===== src/ext_pin_irq_cfg.svh =====
`ifndef EXT_PIN_IRQ_CFG_SVH
`define EXT_PIN_IRQ_CFG_SVH

// ----------------------------------------
// register map
// ----------------------------------------
`define EXT_ADDR_LOW_SENSE 2'h0
`define EXT_ADDR_HIGH_SENSE 2'h1
`define EXT_ADDR_MASK 2'h2
`define EXT_ADDR_FLAGS 2'h3

// ----------------------------------------
// reset values and field layout
// ----------------------------------------
`define EXT_RST_LOW_SENSE 8'h00
`define EXT_RST_HIGH_SENSE 8'h00
`define EXT_RST_MASK 8'h00
`define EXT_RST_FLAGS 8'h00
`define EXT_SENSE_FIELD_W 2
`define EXT_LOW_GROUP_BITS 8'h0F

// ----------------------------------------
// timing
// ----------------------------------------
`define EXT_CLK_PERIOD_NS 10
`define EXT_WDT_PERIOD_NS 1000
`define EXT_WDT_CYCLES (`EXT_WDT_PERIOD_NS / `EXT_CLK_PERIOD_NS)
`define EXT_STARTUP_CYCLES 1024

`endif


===== src/ext_pin_irq_pkg.sv =====
`default_nettype none

package ext_pin_irq_pkg;

    typedef enum logic [1:0] {
        SENSE_LOW = 2'h0,
        SENSE_ANY = 2'h1,
        SENSE_FALL = 2'h2,
        SENSE_RISE = 2'h3
    } sense_t;

    typedef enum logic [2:0] {
        WK_RUN = 3'h1,
        WK_SAMPLE = 3'h2,
        WK_START = 3'h4
    } wake_t;

endpackage

`default_nettype wire


===== src/ext_pin_irq.sv =====
// Chosen here: the address map and the plain strobed port.
`include "ext_pin_irq_cfg.svh"
`default_nettype none

// Behaviour
// - pin activity raises enabled interrupts even when the pin drives as output
// - enabled low-level input requests continuously while the pin stays low, except in power-down and start-up
// - high-group edges need the i/o clock; low levels and low-group edges do not
// - power-down level wake samples the low level twice on watchdog ticks
// - level gone before start-up ends: wake anyway, but raise no request
// - low-group sense: 00 low, 01 reserved, 10 falling, 11 rising edge
// - high-group sense: 00 low, 01 any change, 10 falling, 11 rising
// - high-group pins sampled per clock; pulses over one period caught while the i/o clock runs
// - request reaches processor only with global enable and mask bit set
// - mask register: bit n enables input n, read/write, resets to zero
// - edge or change sets pending flag; cleared by acknowledge or writing one
// - pending flag held cleared while its input is in low-level mode
// - sleep with low-group input disabled turns its buffer off; may set flags
// - low-group sense reset value zero selects low-level mode
module ext_pin_irq
    import ext_pin_irq_pkg::*;
(
    // clock and reset
    input wire logic CLK,
    input wire logic RESETN,
    // register port
    input wire logic [1:0] ADDR,
    input wire logic [7:0] WDATA,
    input wire logic WR,
    input wire logic RD,
    output logic [7:0] RDATA,
    // interrupt pins (pad level, including own output drive)
    input wire logic [7:0] EXT_IRQ_PINS,
    // processor side
    input wire logic GIE,
    input wire logic ACK_VALID,
    input wire logic [2:0] ACK_NUM,
    output logic [7:0] IRQ_REQ,
    output logic IRQ,
    // power state
    input wire logic IO_CLK_RUN,
    input wire logic SLEEP,
    input wire logic POWER_DOWN,
    output logic WAKE
);

    // ----------------------------------------
    // helpers
    // ----------------------------------------
    localparam int unsigned WDT_CYCLES = `EXT_WDT_CYCLES;
    localparam int unsigned STARTUP_CYCLES = `EXT_STARTUP_CYCLES;

    function automatic logic [7:0] level_mode(input logic [7:0] lo, input logic [7:0] hi);
        logic [7:0] m;
        m = 8'h00;
        for (int n = 0; n < 4; n++) begin
            m[n] = (sense_t'(lo[2*n +: 2]) == SENSE_LOW);
            m[n+4] = (sense_t'(hi[2*n +: 2]) == SENSE_LOW);
        end
        return m;
    endfunction

    function automatic logic [7:0] onehot8(input logic [2:0] idx);
        return 8'h01 << idx;
    endfunction

    // ----------------------------------------
    // registers
    // ----------------------------------------
    logic [7:0] low_sense_q;
    logic [7:0] high_sense_q;
    logic [7:0] mask_q;
    logic [7:0] flags_q;
    logic [7:0] flags_d;
    logic [7:0] rdata_q;
    logic [7:0] irq_req_q;
    logic irq_q;
    logic wake_q;
    logic wake_d;

    logic [7:0] lvl_mode;
    logic [3:0] buf_en;
    logic [7:0] pin_eff;
    logic [3:0] hit_lo;
    logic [3:0] hit_hi;
    logic [7:0] hit;
    logic [7:0] clr;
    logic [7:0] lvl_low;
    logic [7:0] lvl_req;
    logic lvl_gate;
    logic any_lvl_low;

    wake_t wk_q;
    wake_t wk_d;
    logic [6:0] wdt_cnt_q;
    logic wdt_tick;
    logic [10:0] start_cnt_q;
    logic start_done;

    always_ff @(posedge CLK or negedge RESETN) begin
        if (!RESETN) begin
            low_sense_q <= `EXT_RST_LOW_SENSE;
        end else if (WR && ADDR == `EXT_ADDR_LOW_SENSE) begin
            low_sense_q <= WDATA;
        end
    end

    always_ff @(posedge CLK or negedge RESETN) begin
        if (!RESETN) begin
            high_sense_q <= `EXT_RST_HIGH_SENSE;
        end else if (WR && ADDR == `EXT_ADDR_HIGH_SENSE) begin
            high_sense_q <= WDATA;
        end
    end

    always_ff @(posedge CLK or negedge RESETN) begin
        if (!RESETN) begin
            mask_q <= `EXT_RST_MASK;
        end else if (WR && ADDR == `EXT_ADDR_MASK) begin
            mask_q <= WDATA;
        end
    end

    // every address is mapped; read data stand for one cycle only
    always_ff @(posedge CLK or negedge RESETN) begin
        if (!RESETN) begin
            rdata_q <= 8'h00;
        end else if (RD) begin
            unique case (ADDR)
                `EXT_ADDR_LOW_SENSE: rdata_q <= low_sense_q;
                `EXT_ADDR_HIGH_SENSE: rdata_q <= high_sense_q;
                `EXT_ADDR_MASK: rdata_q <= mask_q;
                `EXT_ADDR_FLAGS: rdata_q <= flags_q;
            endcase
        end else begin
            rdata_q <= 8'h00;
        end
    end

    // ----------------------------------------
    // pin conditioning and detection
    // ----------------------------------------
    // a disabled low-group buffer reads as zero while asleep, which can look like a falling edge
    assign buf_en = ~({4{SLEEP}} & ~mask_q[3:0]);
    assign pin_eff = {EXT_IRQ_PINS[7:4], EXT_IRQ_PINS[3:0] & buf_en};
    assign lvl_mode = level_mode(low_sense_q, high_sense_q);

    lo_group_det u_lo (
        .clk(CLK),
        .resetn(RESETN),
        .pin_i(pin_eff[3:0]),
        .sense_i(low_sense_q),
        .hit_o(hit_lo)
    );

    hi_group_det u_hi (
        .clk(CLK),
        .resetn(RESETN),
        .sample_en(IO_CLK_RUN),
        .pin_i(pin_eff[7:4]),
        .sense_i(high_sense_q),
        .hit_o(hit_hi)
    );

    assign hit = {hit_hi, hit_lo};

    // ----------------------------------------
    // pending flags
    // ----------------------------------------
    // set beats clear so an edge in the clearing cycle is kept
    assign clr = ((WR && ADDR == `EXT_ADDR_FLAGS) ? WDATA : 8'h00)
               | (ACK_VALID ? onehot8(ACK_NUM) : 8'h00);
    assign flags_d = ((flags_q & ~clr) | hit) & ~lvl_mode;

    always_ff @(posedge CLK or negedge RESETN) begin
        if (!RESETN) begin
            flags_q <= `EXT_RST_FLAGS;
        end else begin
            flags_q <= flags_d;
        end
    end

    // ----------------------------------------
    // watchdog tick divider
    // ----------------------------------------
    assign wdt_tick = (wdt_cnt_q == 7'(WDT_CYCLES - 1));

    always_ff @(posedge CLK or negedge RESETN) begin
        if (!RESETN) begin
            wdt_cnt_q <= 7'h00;
        end else if (wdt_tick) begin
            wdt_cnt_q <= 7'h00;
        end else begin
            wdt_cnt_q <= wdt_cnt_q + 7'h01;
        end
    end

    // ----------------------------------------
    // power-down level wake
    // ----------------------------------------
    assign lvl_low = lvl_mode & ~pin_eff & mask_q;
    assign any_lvl_low = |lvl_low;
    assign start_done = (start_cnt_q == 11'(STARTUP_CYCLES - 1));

    always_comb begin
        wk_d = wk_q;
        unique case (wk_q)
            WK_RUN: begin
                if (POWER_DOWN && wdt_tick && any_lvl_low) begin
                    wk_d = WK_SAMPLE;
                end
            end
            WK_SAMPLE: begin
                if (wdt_tick) begin
                    wk_d = any_lvl_low ? WK_START : WK_RUN;
                end
            end
            WK_START: begin
                if (start_done) begin
                    wk_d = WK_RUN;
                end
            end
            default: wk_d = WK_RUN;
        endcase
    end

    always_ff @(posedge CLK or negedge RESETN) begin
        if (!RESETN) begin
            wk_q <= WK_RUN;
        end else begin
            wk_q <= wk_d;
        end
    end

    always_ff @(posedge CLK or negedge RESETN) begin
        if (!RESETN) begin
            start_cnt_q <= 11'h000;
        end else if (wk_q == WK_START && !start_done) begin
            start_cnt_q <= start_cnt_q + 11'h001;
        end else begin
            start_cnt_q <= 11'h000;
        end
    end

    // wake holds until the sleep controller drops power-down
    assign wake_d = POWER_DOWN && (wake_q
                  || (wk_q == WK_SAMPLE && wdt_tick && any_lvl_low)
                  || |(flags_q & mask_q & `EXT_LOW_GROUP_BITS));

    always_ff @(posedge CLK or negedge RESETN) begin
        if (!RESETN) begin
            wake_q <= 1'b0;
        end else begin
            wake_q <= wake_d;
        end
    end

    // ----------------------------------------
    // requests to the processor
    // ----------------------------------------
    // level requests stay off until start-up ends; a level gone by then is lost
    assign lvl_gate = (wk_q == WK_RUN) && !POWER_DOWN;
    assign lvl_req = lvl_gate ? lvl_low : 8'h00;

    always_ff @(posedge CLK or negedge RESETN) begin
        if (!RESETN) begin
            irq_req_q <= 8'h00;
            irq_q <= 1'b0;
        end else begin
            irq_req_q <= GIE ? ((flags_q & mask_q) | lvl_req) : 8'h00;
            irq_q <= GIE && |((flags_q & mask_q) | lvl_req);
        end
    end

    assign RDATA = rdata_q;
    assign IRQ_REQ = irq_req_q;
    assign IRQ = irq_q;
    assign WAKE = wake_q;
endmodule

`default_nettype wire


===== src/hi_group_det.sv =====
`default_nettype none

module hi_group_det
    import ext_pin_irq_pkg::*;
(
    // clock and reset
    input wire logic clk,
    input wire logic resetn,
    // sampling enable from the i/o clock gate
    input wire logic sample_en,
    // pins and sense fields
    input wire logic [3:0] pin_i,
    input wire logic [7:0] sense_i,
    // detected events
    output logic [3:0] hit_o
);
    logic [3:0] cur_q;
    logic [3:0] prev_q;

    // two samples are compared; a stopped i/o clock freezes both
    always_ff @(posedge clk or negedge resetn) begin
        if (!resetn) begin
            cur_q <= 4'h0;
            prev_q <= 4'h0;
        end else if (sample_en) begin
            cur_q <= pin_i;
            prev_q <= cur_q;
        end
    end

    always_comb begin
        for (int n = 0; n < 4; n++) begin
            unique case (sense_t'(sense_i[2*n +: 2]))
                SENSE_ANY: hit_o[n] = sample_en & (prev_q[n] ^ cur_q[n]);
                SENSE_FALL: hit_o[n] = sample_en & prev_q[n] & ~cur_q[n];
                SENSE_RISE: hit_o[n] = sample_en & ~prev_q[n] & cur_q[n];
                SENSE_LOW: hit_o[n] = 1'b0;
            endcase
        end
    end

endmodule

`default_nettype wire


===== src/lo_group_det.sv =====
`default_nettype none

module lo_group_det
    import ext_pin_irq_pkg::*;
(
    // clock and reset
    input wire logic clk,
    input wire logic resetn,
    // pins and sense fields
    input wire logic [3:0] pin_i,
    input wire logic [7:0] sense_i,
    // detected events
    output logic [3:0] hit_o
);
    // this group keeps running on the always-on clock, so sleep does not stop it
    logic [3:0] prev_q;

    always_ff @(posedge clk or negedge resetn) begin
        if (!resetn) begin
            prev_q <= 4'h0;
        end else begin
            prev_q <= pin_i;
        end
    end

    always_comb begin
        for (int n = 0; n < 4; n++) begin
            unique case (sense_t'(sense_i[2*n +: 2]))
                SENSE_FALL: hit_o[n] = prev_q[n] & ~pin_i[n];
                SENSE_RISE: hit_o[n] = ~prev_q[n] & pin_i[n];
                SENSE_ANY: hit_o[n] = 1'b0;
                SENSE_LOW: hit_o[n] = 1'b0;
            endcase
        end
    end

endmodule

`default_nettype wire


===== config.mk =====
export PLATFORM = sky130hd
export DESIGN_NAME = ext_pin_irq
export DESIGN_NICKNAME = d
export VERILOG_FILES = /design/src/ext_pin_irq_pkg.sv /design/src/ext_pin_irq.sv /design/src/hi_group_det.sv /design/src/lo_group_det.sv
export VERILOG_INCLUDE_DIRS = /design/src
export SDC_FILE = /design/constraint.sdc
export NUM_CORES = 1
export LEC_CHECK = 0
export BUFFER_PORTS_ARGS = -buffer_cell sky130_fd_sc_hd__buf_2
export CAP_MARGIN = 20
export CORE_MARGIN = 2
export CORE_UTILIZATION = 30
export CTS_CLUSTER_DIAMETER = 80
export DETAILED_ROUTE_END_ITERATION = 10
export GPL_ROUTABILITY_DRIVEN = 0
export RECOVER_POWER = 25
export SYNTH_ARGS = -nofsm -noshare
export SYNTH_HDL_FRONTEND = slang
export SYNTH_SLANG_ARGS = --single-unit

===== constraint.sdc =====
create_clock -name CLK -period 1.7 [get_ports CLK]
set_input_delay 0.17 -clock CLK [delete_from_list [all_inputs] [get_ports CLK]]
set_output_delay 0.17 -clock CLK [all_outputs]
set_load 0.02 [all_outputs]

==> metrics.txt <==
# TYPE chip_impl_metric gauge
chip_impl_info{name="status",value="complete, no violations"} 1
chip_impl_info{name="setup.worst_path.end_class",value="flip-flop"} 1
chip_impl_metric{name="drt_wl_total",unit="µm"} 9384
chip_impl_metric{name="cts.clk_slew.worst_paths",unit="ns"} 0.06
chip_impl_metric{name="total_via_count_after_detailed_routing",unit=""} 2883
chip_impl_metric{name="post_cts_buffers",unit=""} 0
chip_impl_metric{name="width_of_the_chip",unit="µm"} 119.1
chip_impl_metric{name="post_route_cells_drive_above_1_share",unit="%"} 29.76
chip_impl_info{name="tritoncts",value="done"} 1
chip_impl_metric{name="ctsLongestPathBuffers",unit=""} 2
chip_impl_info{name="worstReg2RegStart",value="start_cnt_q[0]"} 1
chip_impl_metric{name="detail_route.drc_violations",unit=""} 0
chip_impl_info{name="timing.critical_path.from",value="start_cnt_q[0]"} 1
chip_impl_metric{name="fmaxAchievable",unit="GHz"} 0.6342
chip_impl_metric{name="power.static_leakage",unit="µW"} 0.002195
chip_impl_metric{name="area_growth_from_synthesis_to_final_layout",unit="%"} 22.68
chip_impl_metric{name="number_of_antenna_violations_at_the_first_check_in_global_routing",unit=""} 1
chip_impl_metric{name="worst_r2r_path_cells",unit=""} 6
chip_impl_metric{name="globalRoute.totalOverflow",unit=""} 0
chip_impl_metric{name="antenna-diode-count",unit=""} 0
chip_impl_info{name="worst_path_max_delay_cell",value="sky130_fd_sc_hd__dfrtp_1"} 1
chip_impl_metric{name="die_height",unit="µm"} 119.1
chip_impl_metric{name="largest_net_degree_at_the_start_of_global_routing",unit=""} 37
chip_impl_metric{name="detail_route.vias_per_cell",unit=""} 4.837
chip_impl_metric{name="design.portCount",unit=""} 48
chip_impl_metric{name="yosysUniqueCellTypes",unit=""} 49
chip_impl_metric{name="number_of_routed_nets_with_antenna_violations",unit=""} 0
chip_impl_metric{name="detail_route.first_pass.iterations",unit=""} 5
chip_impl_metric{name="tightest_slew",unit="ns"} 0.8703
chip_impl_metric{name="fin_area",unit="µm²"} 4880
chip_impl_metric{name="post_synthesis_cell_count",unit=""} 342
chip_impl_metric{name="row_count",unit=""} 42
chip_impl_metric{name="first_global_vias",unit=""} 2975
chip_impl_metric{name="worstSkewPairLatency",unit="ns"} 0.34
chip_impl_metric{name="grtUsageTotal",unit="%"} 14.15
chip_impl_metric{name="cts.sink_count",unit=""} 83
chip_impl_metric{name="register_bit_total_from_synthesis",unit=""} 83
chip_impl_metric{name="timing_max_transition_violations_final",unit=""} 0
chip_impl_info{name="worst_hold_path_type",value="input pin to flip-flop"} 1
chip_impl_metric{name="postSynth.asyncResetShare",unit="%"} 100.0
chip_impl_metric{name="critPathArrivalTime",unit="ns"} 1.81
chip_impl_metric{name="timing.critical_path.slowest_cell_delay",unit="ns"} 0.39
chip_impl_metric{name="place_inst",unit=""} 578
chip_impl_metric{name="starting_utilization_of_the_core_area",unit="%"} 30.40
chip_impl_info{name="reg2reg_to",value="start_cnt_q[5]"} 1
chip_impl_metric{name="power.ir.vdd_worst",unit="mV"} 0.5547
chip_impl_metric{name="r2r_slack",unit="ns"} 0.12
chip_impl_metric{name="buffer_ports.inserted",unit=""} 47
chip_impl_metric{name="yosysSeqAreaShare",unit="%"} 52.25
chip_impl_metric{name="core_area",unit="µm²"} 13090
chip_impl_metric{name="critPathRequiredTime",unit="ns"} 1.93
chip_impl_metric{name="setup_viol",unit=""} 0
chip_impl_metric{name="post-route-period-util",unit="%"} 92.75
chip_impl_metric{name="pwr_density_cell",unit="nW/µm²"} 1121
chip_impl_metric{name="max_cap_violations",unit=""} 0
chip_impl_info{name="critical_path.endpoint",value="start_cnt_q[5]"} 1
chip_impl_metric{name="layout.filler_cells",unit=""} 1266
chip_impl_metric{name="final.setup_skew",unit="ns"} 0.005763
chip_impl_info{name="worst_setup_path_start_kind",value="flip-flop"} 1
chip_impl_metric{name="cts-buffers-inserted",unit=""} 9
chip_impl_metric{name="synth_fp_nets",unit=""} 374
chip_impl_info{name="dominantRegCellSynth",value="sky130_fd_sc_hd__dfrtp_1"} 1
chip_impl_metric{name="final_count_of_hold_timing_violations",unit=""} 0
chip_impl_info{name="layout_common_cells",value="sky130_fd_sc_hd__dfrtp_1 (82), sky130_fd_sc_hd__buf_2 (45), sky130_fd_sc_hd__nand2_1 (44)"} 1
chip_impl_metric{name="first_iter_violations",unit=""} 270
chip_impl_metric{name="yosysWarningCount",unit=""} 0
chip_impl_metric{name="number_of_enable_flip_flop_cells_after_synthesis",unit=""} 0
chip_impl_metric{name="min_period",unit="ns"} 1.577
chip_impl_metric{name="finalNetCount",unit=""} 447
chip_impl_metric{name="max-slew-margin-rel",unit="%"} 41.98
chip_impl_metric{name="syn_area",unit="µm²"} 3978
chip_impl_info{name="worstPathCellList",value="ha_2 > and4_1 > nand3_1 > o21ai_2 > clkdlybuf4s15_2 > nor2_1"} 1
chip_impl_metric{name="fp.dieArea",unit="µm²"} 14200
chip_impl_metric{name="worst-path-max-fanout",unit=""} 5
chip_impl_info{name="most_frequent_standard_cell_in_the_layout_excluding_fill_and_tap_cells",value="sky130_fd_sc_hd__dfrtp_1"} 1
chip_impl_metric{name="grt_first_pass_wirelength",unit="µm"} 15660
chip_impl_metric{name="fin_cells",unit=""} 596
chip_impl_metric{name="synth.avg_cell_area",unit="µm²"} 11.63
chip_impl_metric{name="placed_cell_area",unit="µm²"} 4564
chip_impl_info{name="cts_root_buf",value="sky130_fd_sc_hd__clkbuf_16"} 1
chip_impl_metric{name="dp.final_hpwl",unit="µm"} 7304
chip_impl_metric{name="clock_tree.htree_level_count",unit=""} 3
chip_impl_info{name="setup.worst_path.class",value="flip-flop to flip-flop"} 1
chip_impl_metric{name="wl_per_cell",unit="µm"} 15.74
==> per-layer routing <==
metal  routed length [µm]  share of wire, %  up-vias  track usage [%]
met5                   12              0.13        -                0
met4                  166               1.8        2            4.688
met3                  425               4.5       13            3.257
met2                 4563                49       59            23.35
met1                 4216                45     1421            18.36
li1                     -                 -     1388                -
==> sequential cells by signal (all words and copies together), names as in the netlist <==
| register | flops |
|---|---|
| IRQ | 1 |
| IRQ_REQ | 8 |
| RDATA | 8 |
| WAKE | 1 |
| flags_q | 8 |
| high_sense_q | 8 |
| low_sense_q | 8 |
| mask_q | 8 |
| start_cnt_q | 11 |
| u_hi.cur_q | 4 |
| u_hi.prev_q | 4 |
| u_lo.prev_q | 4 |
| wdt_cnt_q | 7 |
| wk_q | 3 |
==> area by class of cell <==
type	instances	area [µm²]	area share, %
clock buffers	9	225.2	4.615
clock inverters	7	67.56	1.385
inverters	12	45.04	0.9231
multi-input cells	239	1813	37.15
flip-flops and latches	83	2078	42.59
well taps	176	220.2	4.513
repair buffers	70	430.4	8.821
==> power breakdown <==
group / switching, µW / total (µW) / internal [µW]
clock: 793 / 1930 / 1130
sequential: 226 / 2470 / 2240
combinational: 532 / 1080 / 544
==> worst max-delay path, delay by kind of cell (launching register included) <==
kind	cells	cell delay, ns
simple gates	3	0.43
flops	1	0.39
buf+inv	1	0.28
fa+ha+maj	1	0.21
compound gates	1	0.16
==> synthesized netlist by cell type, drive strengths merged (2+ instances only) <==
cell | number | area, µm²
a21bo | 4 | 40.04
a21boi | 14 | 105.1
a22o | 7 | 61.31
and2 | 13 | 81.33
and3 | 3 | 18.77
and4 | 2 | 17.52
buf | 7 | 50.05
dfrtp | 82 | 2052
ha | 2 | 25.02
inv | 12 | 45.04
mux2 | 20 | 225.2
mux4 | 8 | 187.7
nand2 | 44 | 165.2
nand2b | 8 | 50.05
nand3 | 8 | 45.04
nand3b | 2 | 15.01
nand4 | 8 | 50.05
nand4bb | 3 | 33.78
nor2 | 14 | 52.55
nor2b | 9 | 56.30
nor3b | 7 | 63.81
nor4 | 2 | 25.02
nor4b | 8 | 101.4
o21ai | 23 | 115.1
o221ai | 6 | 52.55
o31a | 2 | 17.52
xnor2 | 3 | 26.28
xor2 | 8 | 70.07
==> worst min-delay path by stage <==
stage,startpoint,endpoint,cells past startpoint
after floorplan,RESETN,IRQ,0
after global placement,RESETN,start_cnt_q[8],1
after detailed placement,RESETN,start_cnt_q[7],1
after CTS,POWER_DOWN,WAKE,2
after global routing,POWER_DOWN,WAKE,2
final,POWER_DOWN,WAKE,2
==> timing repair <==
item / 4_1_cts / 5_1_grt
endpoints found under the setup margin: 0 / 2
endpoints found under the hold margin: 32 / 0
gates resized for setup: 0 / 4
hold buffers: 1 / 0
==> cells by family after synthesis <==
kind of cell | synth area share, %
adders and majority gates | 0.6290
and+or+nand+nor | 20.29
xor gates and xnor gates | 2.422
DFF | 52.25
AOI/OAI and AO/OA | 11.29
muxes | 10.63
buffers and inverters | 2.485
==> per-stage QoR <==
stage	hold slack, ns	TNS, ns	setup WS [ns]	utilization [%]	total power [µW]
final	0.08054	0	0.1233	37.29	5471
after detailed placement	0.1502	0	0.1261	34.88	3581
after floorplan	-0.1256	0	0.2724	-	3129
after global placement	0.1446	0	0.09893	34.88	3544
after CTS	0.06998	0	0.1075	37.20	5515
after global routing	0.07586	-0.009718	-0.004112	37.29	5740
Note: power is estimated with default switching activity, not from simulation.
